===== config.mk =====
export PLATFORM = sky130hd
export DESIGN_NAME = ppe_port_policing_egress_ctrl
export DESIGN_NICKNAME = d
export VERILOG_FILES = /design/src/ppe_pkg.sv /design/src/ppe_ctrl_decode.sv /design/src/ppe_port_policing_egress_ctrl.sv
export SDC_FILE = /design/constraint.sdc
export NUM_CORES = 1
export LEC_CHECK = 0
export ABC_AREA = 1
export BUFFER_PORTS_ARGS = -buffer_cell sky130_fd_sc_hd__clkbuf_2
export CORE_MARGIN = 2
export CORE_UTILIZATION = 42
export CTS_CLUSTER_SIZE = 24
export DETAILED_ROUTE_END_ITERATION = 8
export PLACE_DENSITY = 0.85
export SLEW_MARGIN = 0
export SYNTH_ARGS = -nofsm -noshare
export SYNTH_HDL_FRONTEND = slang
export SYNTH_SLANG_ARGS = --single-unit

===== constraint.sdc =====
create_clock -name ref_clk -period 1.4 [get_ports ref_clk]
set_input_delay 0.28 -clock ref_clk [delete_from_list [all_inputs] [get_ports ref_clk]]
set_output_delay 0.28 -clock ref_clk [all_outputs]
set_load 0.1 [all_outputs]

===== src/ppe_pkg.sv =====
// Package: register map, reset values and carriers of the port policing and egress control block
package ppe_pkg;

  // ----------------------------------------
  // Register map (byte offsets inside the port block)
  // ----------------------------------------
  localparam logic [11:0] PPE_OFF_POLICING = 12'h80c;
  localparam logic [11:0] PPE_OFF_TXQ_SEL = 12'h900;
  localparam logic [11:0] PPE_OFF_TXQ_SEL_BYTE = 12'h903;
  localparam logic [11:0] PPE_OFF_VID_REPLACE = 12'h904;
  localparam logic [11:0] PPE_OFF_VID_REPLACE_BYTE = 12'h907;
  localparam int PPE_PORT_SHIFT = 12;
  localparam int PPE_ADDR_W = 16;
  localparam int PPE_BYTE_LANE_SHIFT = 24;

  // ----------------------------------------
  // Field positions of the policing control register
  // ----------------------------------------
  localparam int PPE_POL_ENABLE = 0;
  localparam int PPE_POL_MODE_BLIND = 1;
  localparam int PPE_POL_DROP_SRP = 2;
  localparam int PPE_POL_REMAP = 3;
  localparam int PPE_POL_MARK = 4;
  localparam int PPE_POL_NONIP_LO = 5;
  localparam int PPE_POL_PORT_BASED = 7;
  localparam int PPE_POL_PKT_TYPE_LO = 8;
  localparam int PPE_POL_DROP_ALL = 10;
  localparam int PPE_POL_DROPPED_COLOR = 11;
  localparam int PPE_POL_WIDTH = 12;
  localparam int PPE_TXQ_WIDTH = 2;
  localparam int PPE_VID_WIDTH = 1;

  // ----------------------------------------
  // Values after reset
  // ----------------------------------------
  localparam logic [11:0] PPE_POL_RESET = 12'h020;
  localparam logic [1:0] PPE_TXQ_RESET = 2'h0;
  localparam logic PPE_VID_RESET = 1'b0;
  localparam logic [2:0] PPE_AGGREGATE_PORT = 3'h0;

  // Monitor counter selection
  typedef enum logic [1:0] {
    PPE_MON_DROPPED = 2'b00,
    PPE_MON_GREEN = 2'b01,
    PPE_MON_YELLOW = 2'b10,
    PPE_MON_RED = 2'b11
  } ppe_mon_type_t;

  // Software-visible register contents
  typedef struct packed {
    logic [11:0] policing;
    logic [1:0] txq_index;
    logic vid_replace;
  } ppe_regs_t;

  // Qualified controls toward the forwarding engine
  typedef struct packed {
    logic police_active;
    logic early_drop_active;
    logic color_blind;
    logic color_aware;
    logic srp_drop_allowed;
    logic color_remap;
    logic color_mark;
    logic [1:0] non_ip_frame_color;
    logic per_port_policing;
    logic [2:0] rate_port_select;
    ppe_mon_type_t monitor_type;
    logic [2:0] monitor_port;
    logic [1:0] monitor_queue;
    logic drop_all_over_max;
    logic drop_by_probability;
    logic count_dropped_only;
    logic [1:0] tx_queue_index;
    logic inner_vid_replace;
    logic outer_vid_replace;
  } ppe_ctrl_t;

  // Pointer register fields supplied from outside
  typedef struct packed {
    logic [2:0] port_index;
    logic [1:0] queue_pointer;
  } ppe_pointer_t;

endpackage


===== src/ppe_ctrl_decode.sv =====
// Register-to-control decoder with registered outputs
`timescale 1ns/1ps

module ppe_ctrl_decode
  import ppe_pkg::*;
(
  // Clock and reset
  input wire logic ref_clk,
  input wire logic reset,
  // Register contents and context
  input wire ppe_regs_t regs,
  input wire ppe_pointer_t pointer,
  input wire logic double_tag_enable,
  // Controls
  output ppe_ctrl_t ctrl
);

  ppe_ctrl_t state;
  ppe_ctrl_t next_state;
  logic en;
  logic blind;

  always_comb begin
    en = regs.policing[PPE_POL_ENABLE];
    blind = regs.policing[PPE_POL_MODE_BLIND];
    next_state = state;
    next_state.police_active = en;
    next_state.early_drop_active = en;
    next_state.color_blind = en & blind;
    next_state.color_aware = en & ~blind;
    next_state.srp_drop_allowed = en & regs.policing[PPE_POL_DROP_SRP];
    next_state.color_remap = en & ~blind & regs.policing[PPE_POL_REMAP];
    next_state.color_mark = en & regs.policing[PPE_POL_MARK];
    next_state.non_ip_frame_color = regs.policing[PPE_POL_NONIP_LO +: 2];
    next_state.per_port_policing = regs.policing[PPE_POL_PORT_BASED];
    // Aggregate rates live under port index zero
    next_state.rate_port_select = regs.policing[PPE_POL_PORT_BASED] ?
      pointer.port_index : PPE_AGGREGATE_PORT;
    next_state.monitor_type = ppe_mon_type_t'(regs.policing[PPE_POL_PKT_TYPE_LO +: 2]);
    next_state.monitor_port = pointer.port_index;
    next_state.monitor_queue = pointer.queue_pointer;
    next_state.drop_all_over_max = en & regs.policing[PPE_POL_DROP_ALL];
    next_state.drop_by_probability = en & ~regs.policing[PPE_POL_DROP_ALL];
    next_state.count_dropped_only = regs.policing[PPE_POL_DROPPED_COLOR];
    next_state.tx_queue_index = regs.txq_index;
    next_state.inner_vid_replace = regs.vid_replace & ~double_tag_enable;
    next_state.outer_vid_replace = regs.vid_replace & double_tag_enable;
  end

  always_ff @(posedge ref_clk) begin
    if (reset) begin
      state <= '0;
      state.non_ip_frame_color <= PPE_POL_RESET[PPE_POL_NONIP_LO +: 2];
    end else begin
      state <= next_state;
    end
  end

  assign ctrl = state;

endmodule


===== src/ppe_port_policing_egress_ctrl.sv =====
// Top: APB register bank for per-port policing, early drop and egress controls
//
// Notes on behaviour
// The enable bit turns policing and early drop on together and resets to zero.
// With policing on, mode one is colour-blind and mode zero colour-aware.
// Stream reservation packets may be early-dropped only when the drop-SRP bit is one.
// In colour-aware operation the remap bit remaps the DSCP colour, else it is used as is.
// Policing result colour is marked into DSCP only when the mark bit is set.
// Non-IP frames in colour-aware mode take the two-bit colour field, reset 01b.
// Port-based bit gives per-port per-queue policing, else aggregate rates at port index zero.
// Packet-type field selects the early-drop monitor counter: red, yellow, green or dropped.
// Monitor reads address the queue and port given by the pointer register.
// Drop-all drops everything above the maximum threshold, else drop by probability.
// Dropped-colour bit makes the colour counters count only dropped packets.
// The two-bit transmit queue index, reset zero, selects the queue of indexed registers.
// The queue index can also be reached as one byte at the word's highest byte address.
// VID replacement swaps any non-zero egress VLAN ID for the port default one.
// With double tagging the outer service tag ID is replaced instead of the inner one.
// Port index and queue pointer from the pointer register pick the indirect entry.
// Reserved bits read zero and ignore writes; one instance sits at each port block base.
//
// Chosen here: register access over APB.
`timescale 1ns/1ps

module ppe_port_policing_egress_ctrl
  import ppe_pkg::*;
#(
  parameter logic [3:0] PORT_NUM = 4'h1
) (
  // Clock and reset
  input wire logic ref_clk,
  input wire logic reset,
  // APB slave
  input wire logic psel,
  input wire logic penable,
  input wire logic pwrite,
  input wire logic [PPE_ADDR_W-1:0] paddr,
  input wire logic [31:0] pwdata,
  input wire logic [3:0] pstrb,
  output logic [31:0] prdata,
  output logic pready,
  output logic pslverr,
  // Context from neighbouring registers
  input wire ppe_pointer_t pointer,
  input wire logic double_tag_enable,
  // Controls toward the forwarding engine
  output ppe_ctrl_t ctrl
);

  // ----------------------------------------
  // State
  // ----------------------------------------
  typedef struct packed {
    ppe_regs_t regs;
    logic [31:0] rdata;
    logic ready;
    logic err;
  } ppe_state_t;

  typedef enum logic [2:0] {
    PPE_SEL_NONE,
    PPE_SEL_POLICING,
    PPE_SEL_TXQ,
    PPE_SEL_TXQ_BYTE,
    PPE_SEL_VID,
    PPE_SEL_VID_BYTE
  } ppe_sel_t;

  ppe_state_t state;
  ppe_state_t next_state;
  ppe_sel_t sel;
  logic [31:0] wmask;
  logic [31:0] merged;

  // ----------------------------------------
  // Address decode
  // ----------------------------------------
  function automatic ppe_sel_t decode(input logic [PPE_ADDR_W-1:0] addr);
    ppe_sel_t s;
    s = PPE_SEL_NONE;
    if (addr[PPE_ADDR_W-1:PPE_PORT_SHIFT] == PORT_NUM) begin
      case (addr[PPE_PORT_SHIFT-1:0])
        PPE_OFF_POLICING: s = PPE_SEL_POLICING;
        PPE_OFF_TXQ_SEL: s = PPE_SEL_TXQ;
        PPE_OFF_TXQ_SEL_BYTE: s = PPE_SEL_TXQ_BYTE;
        PPE_OFF_VID_REPLACE: s = PPE_SEL_VID;
        PPE_OFF_VID_REPLACE_BYTE: s = PPE_SEL_VID_BYTE;
        default: s = PPE_SEL_NONE;
      endcase
    end
    return s;
  endfunction

  // Byte strobes to bit mask
  function automatic logic [31:0] strobe_mask(input logic [3:0] strb);
    logic [31:0] m;
    m = '0;
    for (int i = 0; i < 4; i++) begin
      m[i*8 +: 8] = {8{strb[i]}};
    end
    return m;
  endfunction

  // ----------------------------------------
  // Next state
  // ----------------------------------------
  always_comb begin
    next_state = state;
    sel = decode(paddr);
    wmask = strobe_mask(pstrb);
    merged = '0;
    next_state.ready = 1'b0;
    if (psel && !penable) begin
      // Setup cycle: prepare the answer for the access phase
      next_state.ready = 1'b1;
      next_state.err = (sel == PPE_SEL_NONE);
      next_state.rdata = '0;
      case (sel)
        PPE_SEL_POLICING: next_state.rdata[PPE_POL_WIDTH-1:0] = state.regs.policing;
        PPE_SEL_TXQ: next_state.rdata[PPE_TXQ_WIDTH-1:0] = state.regs.txq_index;
        PPE_SEL_TXQ_BYTE: begin
          next_state.rdata[PPE_BYTE_LANE_SHIFT +: PPE_TXQ_WIDTH] = state.regs.txq_index;
        end
        PPE_SEL_VID: next_state.rdata[0] = state.regs.vid_replace;
        PPE_SEL_VID_BYTE: next_state.rdata[PPE_BYTE_LANE_SHIFT] = state.regs.vid_replace;
        default: next_state.rdata = '0;
      endcase
      if (pwrite) begin
        next_state.rdata = '0;
      end
    end else if (psel && penable && state.ready) begin
      // Access edge: the write takes effect here only
      next_state.rdata = '0;
      next_state.err = 1'b0;
      if (pwrite) begin
        case (sel)
          PPE_SEL_POLICING: begin
            merged = (32'(state.regs.policing) & ~wmask) | (pwdata & wmask);
            next_state.regs.policing = merged[PPE_POL_WIDTH-1:0];
          end
          PPE_SEL_TXQ: begin
            if (pstrb[0]) begin
              next_state.regs.txq_index = pwdata[PPE_TXQ_WIDTH-1:0];
            end
          end
          PPE_SEL_TXQ_BYTE: begin
            if (pstrb[3]) begin
              next_state.regs.txq_index = pwdata[PPE_BYTE_LANE_SHIFT +: PPE_TXQ_WIDTH];
            end
          end
          PPE_SEL_VID: begin
            if (pstrb[0]) begin
              next_state.regs.vid_replace = pwdata[0];
            end
          end
          PPE_SEL_VID_BYTE: begin
            if (pstrb[3]) begin
              next_state.regs.vid_replace = pwdata[PPE_BYTE_LANE_SHIFT];
            end
          end
          default: next_state.regs = state.regs;
        endcase
      end
    end else begin
      next_state.rdata = '0;
      next_state.err = 1'b0;
    end
  end

  // ----------------------------------------
  // Registers
  // ----------------------------------------
  always_ff @(posedge ref_clk) begin
    if (reset) begin
      state <= '0;
      state.regs.policing <= PPE_POL_RESET;
      state.regs.txq_index <= PPE_TXQ_RESET;
      state.regs.vid_replace <= PPE_VID_RESET;
    end else begin
      state <= next_state;
    end
  end

  assign prdata = state.rdata;
  assign pready = state.ready;
  assign pslverr = state.err;

  // ----------------------------------------
  // Control decode
  // ----------------------------------------
  ppe_ctrl_decode u_decode (
    .ref_clk(ref_clk),
    .reset(reset),
    .regs(state.regs),
    .pointer(pointer),
    .double_tag_enable(double_tag_enable),
    .ctrl(ctrl)
  );

endmodule


==> results.cfg, run 1 <==
[timing]
slew_violations = 0
grt_setup_unrepaired = yes
min_period_over_period = 1.01
worst_slack_ns = -0.0208
skew_ns = 0.00540
fmaxAchievable_mhz = 704
fin_crit_ns = 1.42
hold_slack_ns = 0.139
setup_viol = 2
finalHoldViolations = 0

[worst_setup_path]
cp_slowest_cell = nor2_4
cp-end-kind = register
cp-start-kind = input port
arrival_ns = 1.64
r2r_cells = 7
path_max_fanout = 12
rr_startpoint = pready
criticalPathCategory = in -> reg
reg2reg_setup_slack_ns = 0.06
slowest_delay_ns = 0.20
cp_cell_sequence = clkbuf_2 > inv_1 > nand4_1 > nor2_4 > nand2_4 > nor2_8 > nor3_4 > buf_6 > clkbuf_16 > a21oi_1 > nor2_1
required_ns = 1.62

[synthesis]
syn_avg_cell_area_sq_um = 7.58
synthDistinctLibCells = 26
ys_seq_area_frac = 0.443
ys_ff_latch = 57
syn_area_sq_um = 2580
ys_warn_count = 0
synthCells = 340

[final_layout]
num-fill-cells = 489
finish.utilization = 0.594
layout_common_cells = buf_4 (68), nor2_1 (57), dfxtp_1 (55)
area_growth_pct = 36.4
nets = 506
diodes = 0
final_cells = 522
drive_above_1_share = 0.396
layout_commonest_cell = buf_4

[cts]
htreeDepth = 3
cts.reportedPaths.clkPinSlew_ns = 0.06
cts_tree = yes
numCtsBuffers = 9
insertion_delay_ns = 0.33
clock_tree.root_cell = clkbuf_8
cts.sinks = 57
clockBufferDepth = 2

[placed_design]
place.gp.congestion = 0.779
dp_hpwl_microns = 4290
placed_cells = 495
portBuffers = 86

[grt]
grt_first_pass_wirelength_microns = 8760
overflow = 0
grt_pass1_vias = 2182
grt_usage = 0.172
grt_max_degree = 25
antenna_found_initial = 0

[floorplan]
design.portCount = 124
die_y_microns = 82.4
core-area_sq_um = 5920
fp-row-count = 28
dieArea_sq_um = 6780
start_util = 0.436
die_x_microns = 82.4

[worst_hold_path]
holdPathStages = 2
min_to = u_decode.ctrl[1]
hold_path_startpoint = double_tag_enable
holdCritPathClass = in -> reg

[power]
power_density_nw_per_um2 = 974
p_total_w = 0.00343
p_leak_nw = 1.82
ir_worst_vdd_mv = 0.622

[status]
status = finished, violations left
violations = negative setup slack

[route]
drt_first_pass_iters = 4
ant_nets = 0
wl_per_cell_microns = 11.9
routed_wl_microns = 6230
vias_per_cell = 4.59
vias = 2397
drt_iter0_markers = 103
drc_errors = 0

[flow_run]
cap_violations = 0
[per-layer routing]
metal | vias to the layer above | track usage | share of wire
li1 | 1197 | - | -
met1 | 1069 | 0.162 | 0.39
met2 | 117 | 0.324 | 0.50
met3 | 14 | 0.0598 | 0.084
met4 | 0 | 0.0883 | 0.024
met5 | - | 0 | 0
[critical path: cells and delay by family]
kind	cells	cell delay, ns
compound gates	1	0.16
buf+inv	4	0.47
simple gates	6	0.72
[cells in the mapped netlist (all sizes together)]
cell	instances	area [sq um]
a21oi	15	101
inv	57	214
nor3	5	47.5
conb	1	3.75
buf	38	288
nand2	51	206
nand4	7	43.8
dfxtp	57	1140
and2	1	8.76
nand3	33	195
o21ai	4	20.0
nor2	66	288
clkbuf	3	11.3
clkinv	1	3.75
nor4	1	6.26
[power by group]
part | switching, W | internal (W) | leakage [nW]
logic | 0.000418 | 0.000102 | 1.28
clock network | 0.000598 | 0.000675 | 0.0865
registers | 0.00000274 | 0.00163 | 0.462
total | 0.00102 | 0.00241 | 1.82
[how the worst max path moves through the flow]
stage | from | to | slack, ns
floorplan | pready | register | -0.10
global placement | paddr[4] | register | -0.20
detailed placement | paddr[9] | register | -0.28
CTS | paddr[9] | register | 0.06
global route | paddr[6] | register | -0.1
finish | paddr[6] | register | -0.02
[what timing repair did]
| item | CTS | global route |
|---|---|---|
| setup buffers | 0 | 10 |
| hold buffers | 0 | 0 |
| resized for setup | 0 | 18 |
| setup endpoints to repair | 0 | 14 |
[cells by family after synthesis]
logic type	count (synthesis)	share of synthesized area
other	1	0.00145
DFF	57	0.443
and+or+nand+nor	164	0.309
buffers and inverters	99	0.200
AOI/OAI and AO/OA	19	0.0471
[area by class of cell]
| type | instances | area [sq um] | area share |
|---|---|---|---|
| Tap cell | 75 | 93.8 | 0.0267 |
| Inverter | 58 | 223 | 0.0633 |
| Clock inverter | 3 | 16.3 | 0.00462 |
| Clock buffer | 12 | 145 | 0.0413 |
| Sequential cell | 57 | 1150 | 0.326 |
| Multi-Input combinational cell | 201 | 1070 | 0.303 |
| Timing Repair Buffer | 116 | 827 | 0.235 |
[stage by stage]
stage | setup TNS (ns) | worst slack [ns] | area, sq um
2_1_floorplan | -0.785 | -0.102 | 2670
3_3_place_gp | -4.50 | -0.195 | 3160
3_5_place_dp | -6.07 | -0.281 | 3160
4_1_cts | 0 | 0.0630 | 3320
5_1_grt | -0.820 | -0.0986 | 3520
6_report | -0.0294 | -0.0208 | 3520
No activity file was read; power rests on OpenSTA's default activity.
==> inputs of run 2 (changes only) <==
- CORE_ASPECT_RATIO: default -> 2
==> results.cfg, run 2 (synthesis gave the netlist of run 1 again) <==
[power]
p_total_w = 0.00418
power_density_nw_per_um2 = 1090
ir_worst_vdd_mv = 0.494
p_leak_nw = 1.97

[floorplan]
dieArea_sq_um = 6820
fp-row-count = 40
start_util = 0.433
die_y_microns = 115
design.portCount = 124
die_x_microns = 59.4
core-area_sq_um = 5960

[timing]
finalHoldViolations = 0
fmaxAchievable_mhz = 709
setup_viol = 2
min_period_over_period = 1.01
fin_crit_ns = 1.41
grt_setup_unrepaired = yes
skew_ns = 0.00381
worst_slack_ns = -0.0111
slew_violations = 0

[route]
drt_iter0_markers = 38
drc_errors = 0
ant_nets = 0
wl_per_cell_microns = 12.8
vias_per_cell = 4.76
drt_first_pass_iters = 7
routed_wl_microns = 6660
vias = 2481

[status]
status = finished, violations left
violations = negative setup slack

[cts]
numCtsBuffers = 9
cts.reportedPaths.clkPinSlew_ns = 0.05
cts_tree = yes
clock_tree.root_cell = clkbuf_16
clockBufferDepth = 2
htreeDepth = 3
insertion_delay_ns = 0.32
cts.sinks = 57

[worst_setup_path]
crit_family = buffers and inverters
cp_cell_sequence = clkbuf_2 > inv_2 > nand2_4 > inv_4 > nand3_4 > nor2_4 > o21ai_1 > a21oi_2 > nand4_1 > buf_4 > clkbuf_16 > nor2_1
cp_slowest_cell = a21oi_2
arrival_ns = 1.66
reg2reg_setup_slack_ns = 0.03
critical_path_buf_inv_count = 5
startpoint = paddr[9]
required_ns = 1.65
path_max_fanout = 5
cp-end-kind = register
rr_startpoint = pready
criticalPathCategory = in -> reg
slowest_delay_ns = 0.18
cp-start-kind = input port

[flow_run]
cap_violations = 0

[final_layout]
area_growth_pct = 49.1
layout_common_cells = buf_4 (73), nor2_1 (56), dfxtp_1 (55)
num-fill-cells = 479
diodes = 0
drive_above_1_share = 0.441
nets = 517
layout_commonest_cell = buf_4
final_area_sq_um = 3840

[placed_design]
place.gp.congestion = 0.885
dp_hpwl_microns = 4690
portBuffers = 86
dpl_cell_area_sq_um = 3220

[grt]
grt_usage = 0.182
grt_first_pass_wirelength_microns = 9360
grt_pass1_vias = 2248
overflow = 0
grt_max_degree = 25
antenna_found_initial = 0

[worst_hold_path]
hold_path_startpoint = double_tag_enable
holdCritPathClass = in -> reg
run 2: cell count changes in the layout (fill, tap and decap cells not counted), moves of 4 or more:
| cell | delta |
|---|---|
| a21oi_1 | -4 |
| a21oi_2 | +4 |
| buf_4 | +5 |
| clkbuf_16 | +10 |
| clkbuf_8 | -7 |
| inv_1 | -5 |
| nor2_4 | +4 |
run 2: layout make-up:
class                   instances  area, sq um  area share
flip-flops and latches         57         1150       0.298
multi-input cells             201         1140       0.296
repair buffers                127          972       0.253
clock buffers                  12          267      0.0693
inverters                      58          228      0.0592
well taps                      63         78.8      0.0205
clock inverters                 3         15.0     0.00390
run 2: what timing repair did:
| item | CTS | global route |
|---|---|---|
| resized for setup | 0 | 44 |
| setup buffers | 0 | 12 |
| setup endpoints to repair | 0 | 25 |
| hold buffers | 0 | 0 |
run 2: routing by layer:
| metal | vias to the layer above | part of all wire | GRT usage |
|---|---|---|---|
| met5 | - | 0 | 0 |
| met4 | 0 | 0.075 | 0.150 |
| met3 | 40 | 0.043 | 0.0326 |
| met2 | 112 | 0.56 | 0.340 |
| met1 | 1111 | 0.32 | 0.155 |
| li1 | 1218 | - | - |
run 2: stage by stage:
| step | utilization | hold WS [ns] | worst slack (ns) | TNS, ns | cells |
|---|---|---|---|---|---|
| 6_report | 0.646 | 0.149 | -0.0111 | -0.0128 | 521 |
| 3_5_place_dp | 0.541 | 0.438 | -0.272 | -6.67 | 490 |
| 3_3_place_gp | 0.541 | 0.421 | -0.207 | -5.06 | 490 |
| 4_1_cts | 0.588 | 0.145 | 0.0519 | 0 | 505 |
| 2_1_floorplan | - | 0.352 | -0.102 | -0.785 | 357 |
| 5_1_grt | 0.646 | 0.155 | -0.0754 | -1.11 | 521 |
run 2: worst paths after layout:
kind | endpoint | depth (start not counted)
worst max-delay path | prdata[8] | 12
worst min-delay path | u_decode.ctrl[1] | 2
worst max register to register | register | 7
worst min register to register | register | 2
run 2: worst register-to-register path, cell delays in order, from the launching register on:
cell,delay (ns)
dfxtp_4,0.36
nand4_1,0.17
nor3_4,0.26
buf_12,0.15
clkbuf_16,0.14
nand3_1,0.07
nand2_1,0.07
nor2_1,0.04
run 2: where the power goes:
part / leakage (nW) / total, W / internal [W] / switching, W
Sequential: 0.462 / 0.00164 / 0.00164 / 0.00000340
Combinational: 1.37 / 0.000562 / 0.000123 / 0.000439
Clock: 0.144 / 0.00198 / 0.00132 / 0.000668
==> inputs of run 3 (changes only) <==
- GPL_TIMING_DRIVEN: default -> 0
- REMOVE_ABC_BUFFERS: default -> 1
==> results.cfg, run 3 (synthesis gave the netlist of run 1 again) <==
[status]
status = finished clean

[worst_setup_path]
path_max_fanout = 8
cp-end-kind = register
reg2reg_setup_slack_ns = 0.09
arrival_ns = 1.63
required_ns = 1.66
criticalPathCategory = in -> reg
cp-start-kind = input port

[grt]
grt_first_pass_wirelength_microns = 9410
grt_pass1_vias = 2251
overflow = 0
grt_max_degree = 19
antenna_found_initial = 0
grt_usage = 0.185

[flow_run]
cap_violations = 0

[floorplan]
die_x_microns = 59.4
design.portCount = 124
die_y_microns = 115
dieArea_sq_um = 6820
fp-row-count = 40
core-area_sq_um = 5960
start_util = 0.433

[final_layout]
final_area_sq_um = 3500
diodes = 0
final_cells = 503
layout_commonest_cell = clkbuf_2
area_growth_pct = 35.6
drive_above_1_share = 0.405
layout_common_cells = clkbuf_2 (81), dfxtp_1 (56), nor2_1 (50)
finish.utilization = 0.587
nets = 499

[cts]
clockBufferDepth = 2
cts_tree = yes
clock_tree.root_cell = clkbuf_16
htreeDepth = 3
cts.sinks = 57
cts.reportedPaths.clkPinSlew_ns = 0.05
insertion_delay_ns = 0.32
numCtsBuffers = 9

[timing]
hold_slack_ns = 0.139
grt_setup_unrepaired = yes
slew_violations = 0
skew_ns = 0.00715
finalHoldViolations = 0
fin_crit_ns = 1.37
setup_tns_ns = 0
min_period_over_period = 0.979
slew_headroom = 0.627
setup_viol = 0
worst_slew_pin_slew_ns = 0.561
fmaxAchievable_mhz = 730

[placed_design]
place.gp.congestion = 0.873
portBuffers = 86
placed_cells = 465
dpl_cell_area_sq_um = 2850
dp_hpwl_microns = 4150

[route]
drt_iter0_markers = 56
ant_nets = 0
vias_per_cell = 4.73
drc_errors = 0
routed_wl_microns = 6250
vias = 2378
wl_per_cell_microns = 12.4
drt_first_pass_iters = 4

[power]
p_leak_nw = 1.80
power_density_nw_per_um2 = 1230
ir_worst_vdd_mv = 0.687

[worst_hold_path]
holdCritPathClass = in -> reg
[run 3: stage by stage]
step	setup slack [ns]	power, W
finish	0.0294	0.00429
global route	-0.0802	0.00444
CTS	-0.0142	0.00429
detailed placement	-0.999	0.00215
global placement	-0.918	0.00214
floorplan	-0.856	0.00203
[run 3: cell type report]
cell class / count / area [sq um]
Clock inverter: 2 / 37.5
Timing Repair Buffer: 108 / 641
Inverter: 58 / 223
Clock buffer: 13 / 260
Multi-Input combinational cell: 202 / 1110
Sequential cell: 57 / 1140
Fill cell: 520 / 2460
Tap cell: 63 / 78.8
[run 3: power by group]
part           internal (W)  switching (W)  total, W  leakage, nW
registers           0.00164     0.00000296   0.00164        0.461
logic             0.0000990       0.000423  0.000522         1.20
clock network       0.00146       0.000671   0.00213        0.142
total               0.00320        0.00110   0.00429         1.80
[run 3: final timing paths]
kind,start,end,depth (start not counted)
worst min-delay path,double_tag_enable,u_decode.ctrl[1],2
worst max register to register,pready,state[35],6
worst min register to register,register,u_decode.ctrl[5],1
worst max-delay path,paddr[3],prdata[4],11
[run 3: critical path, stage by stage]
cell and delay [ns]:
clkbuf_2 0.10, inv_2 0.08, nand2_2 0.07, nor2_2 0.13, and2_4 0.18, o21ai_1 0.08, a21oi_2 0.18, nand4_1 0.15
buf_6 0.16, buf_12 0.13, nor2_1 0.08
[run 3: metal layers]
layer  share of wire  up-vias  global-route usage  wire length, microns
met5               0        -                   0                     0
met4           0.031        0               0.102                   194
met3           0.042       12              0.0382                   263
met2            0.59       84               0.354                  3690
met1            0.34     1104               0.168                  2100
li1                -     1178                   -                     -
[run 3: what timing repair did]
action / CTS / global route
gates resized for setup: 9 / 36
pin swaps: 5 / 8
setup endpoints to repair: 34 / 33
setup buffers: 10 / 12
hold buffers: 0 / 0
gates cloned: 1 / 0
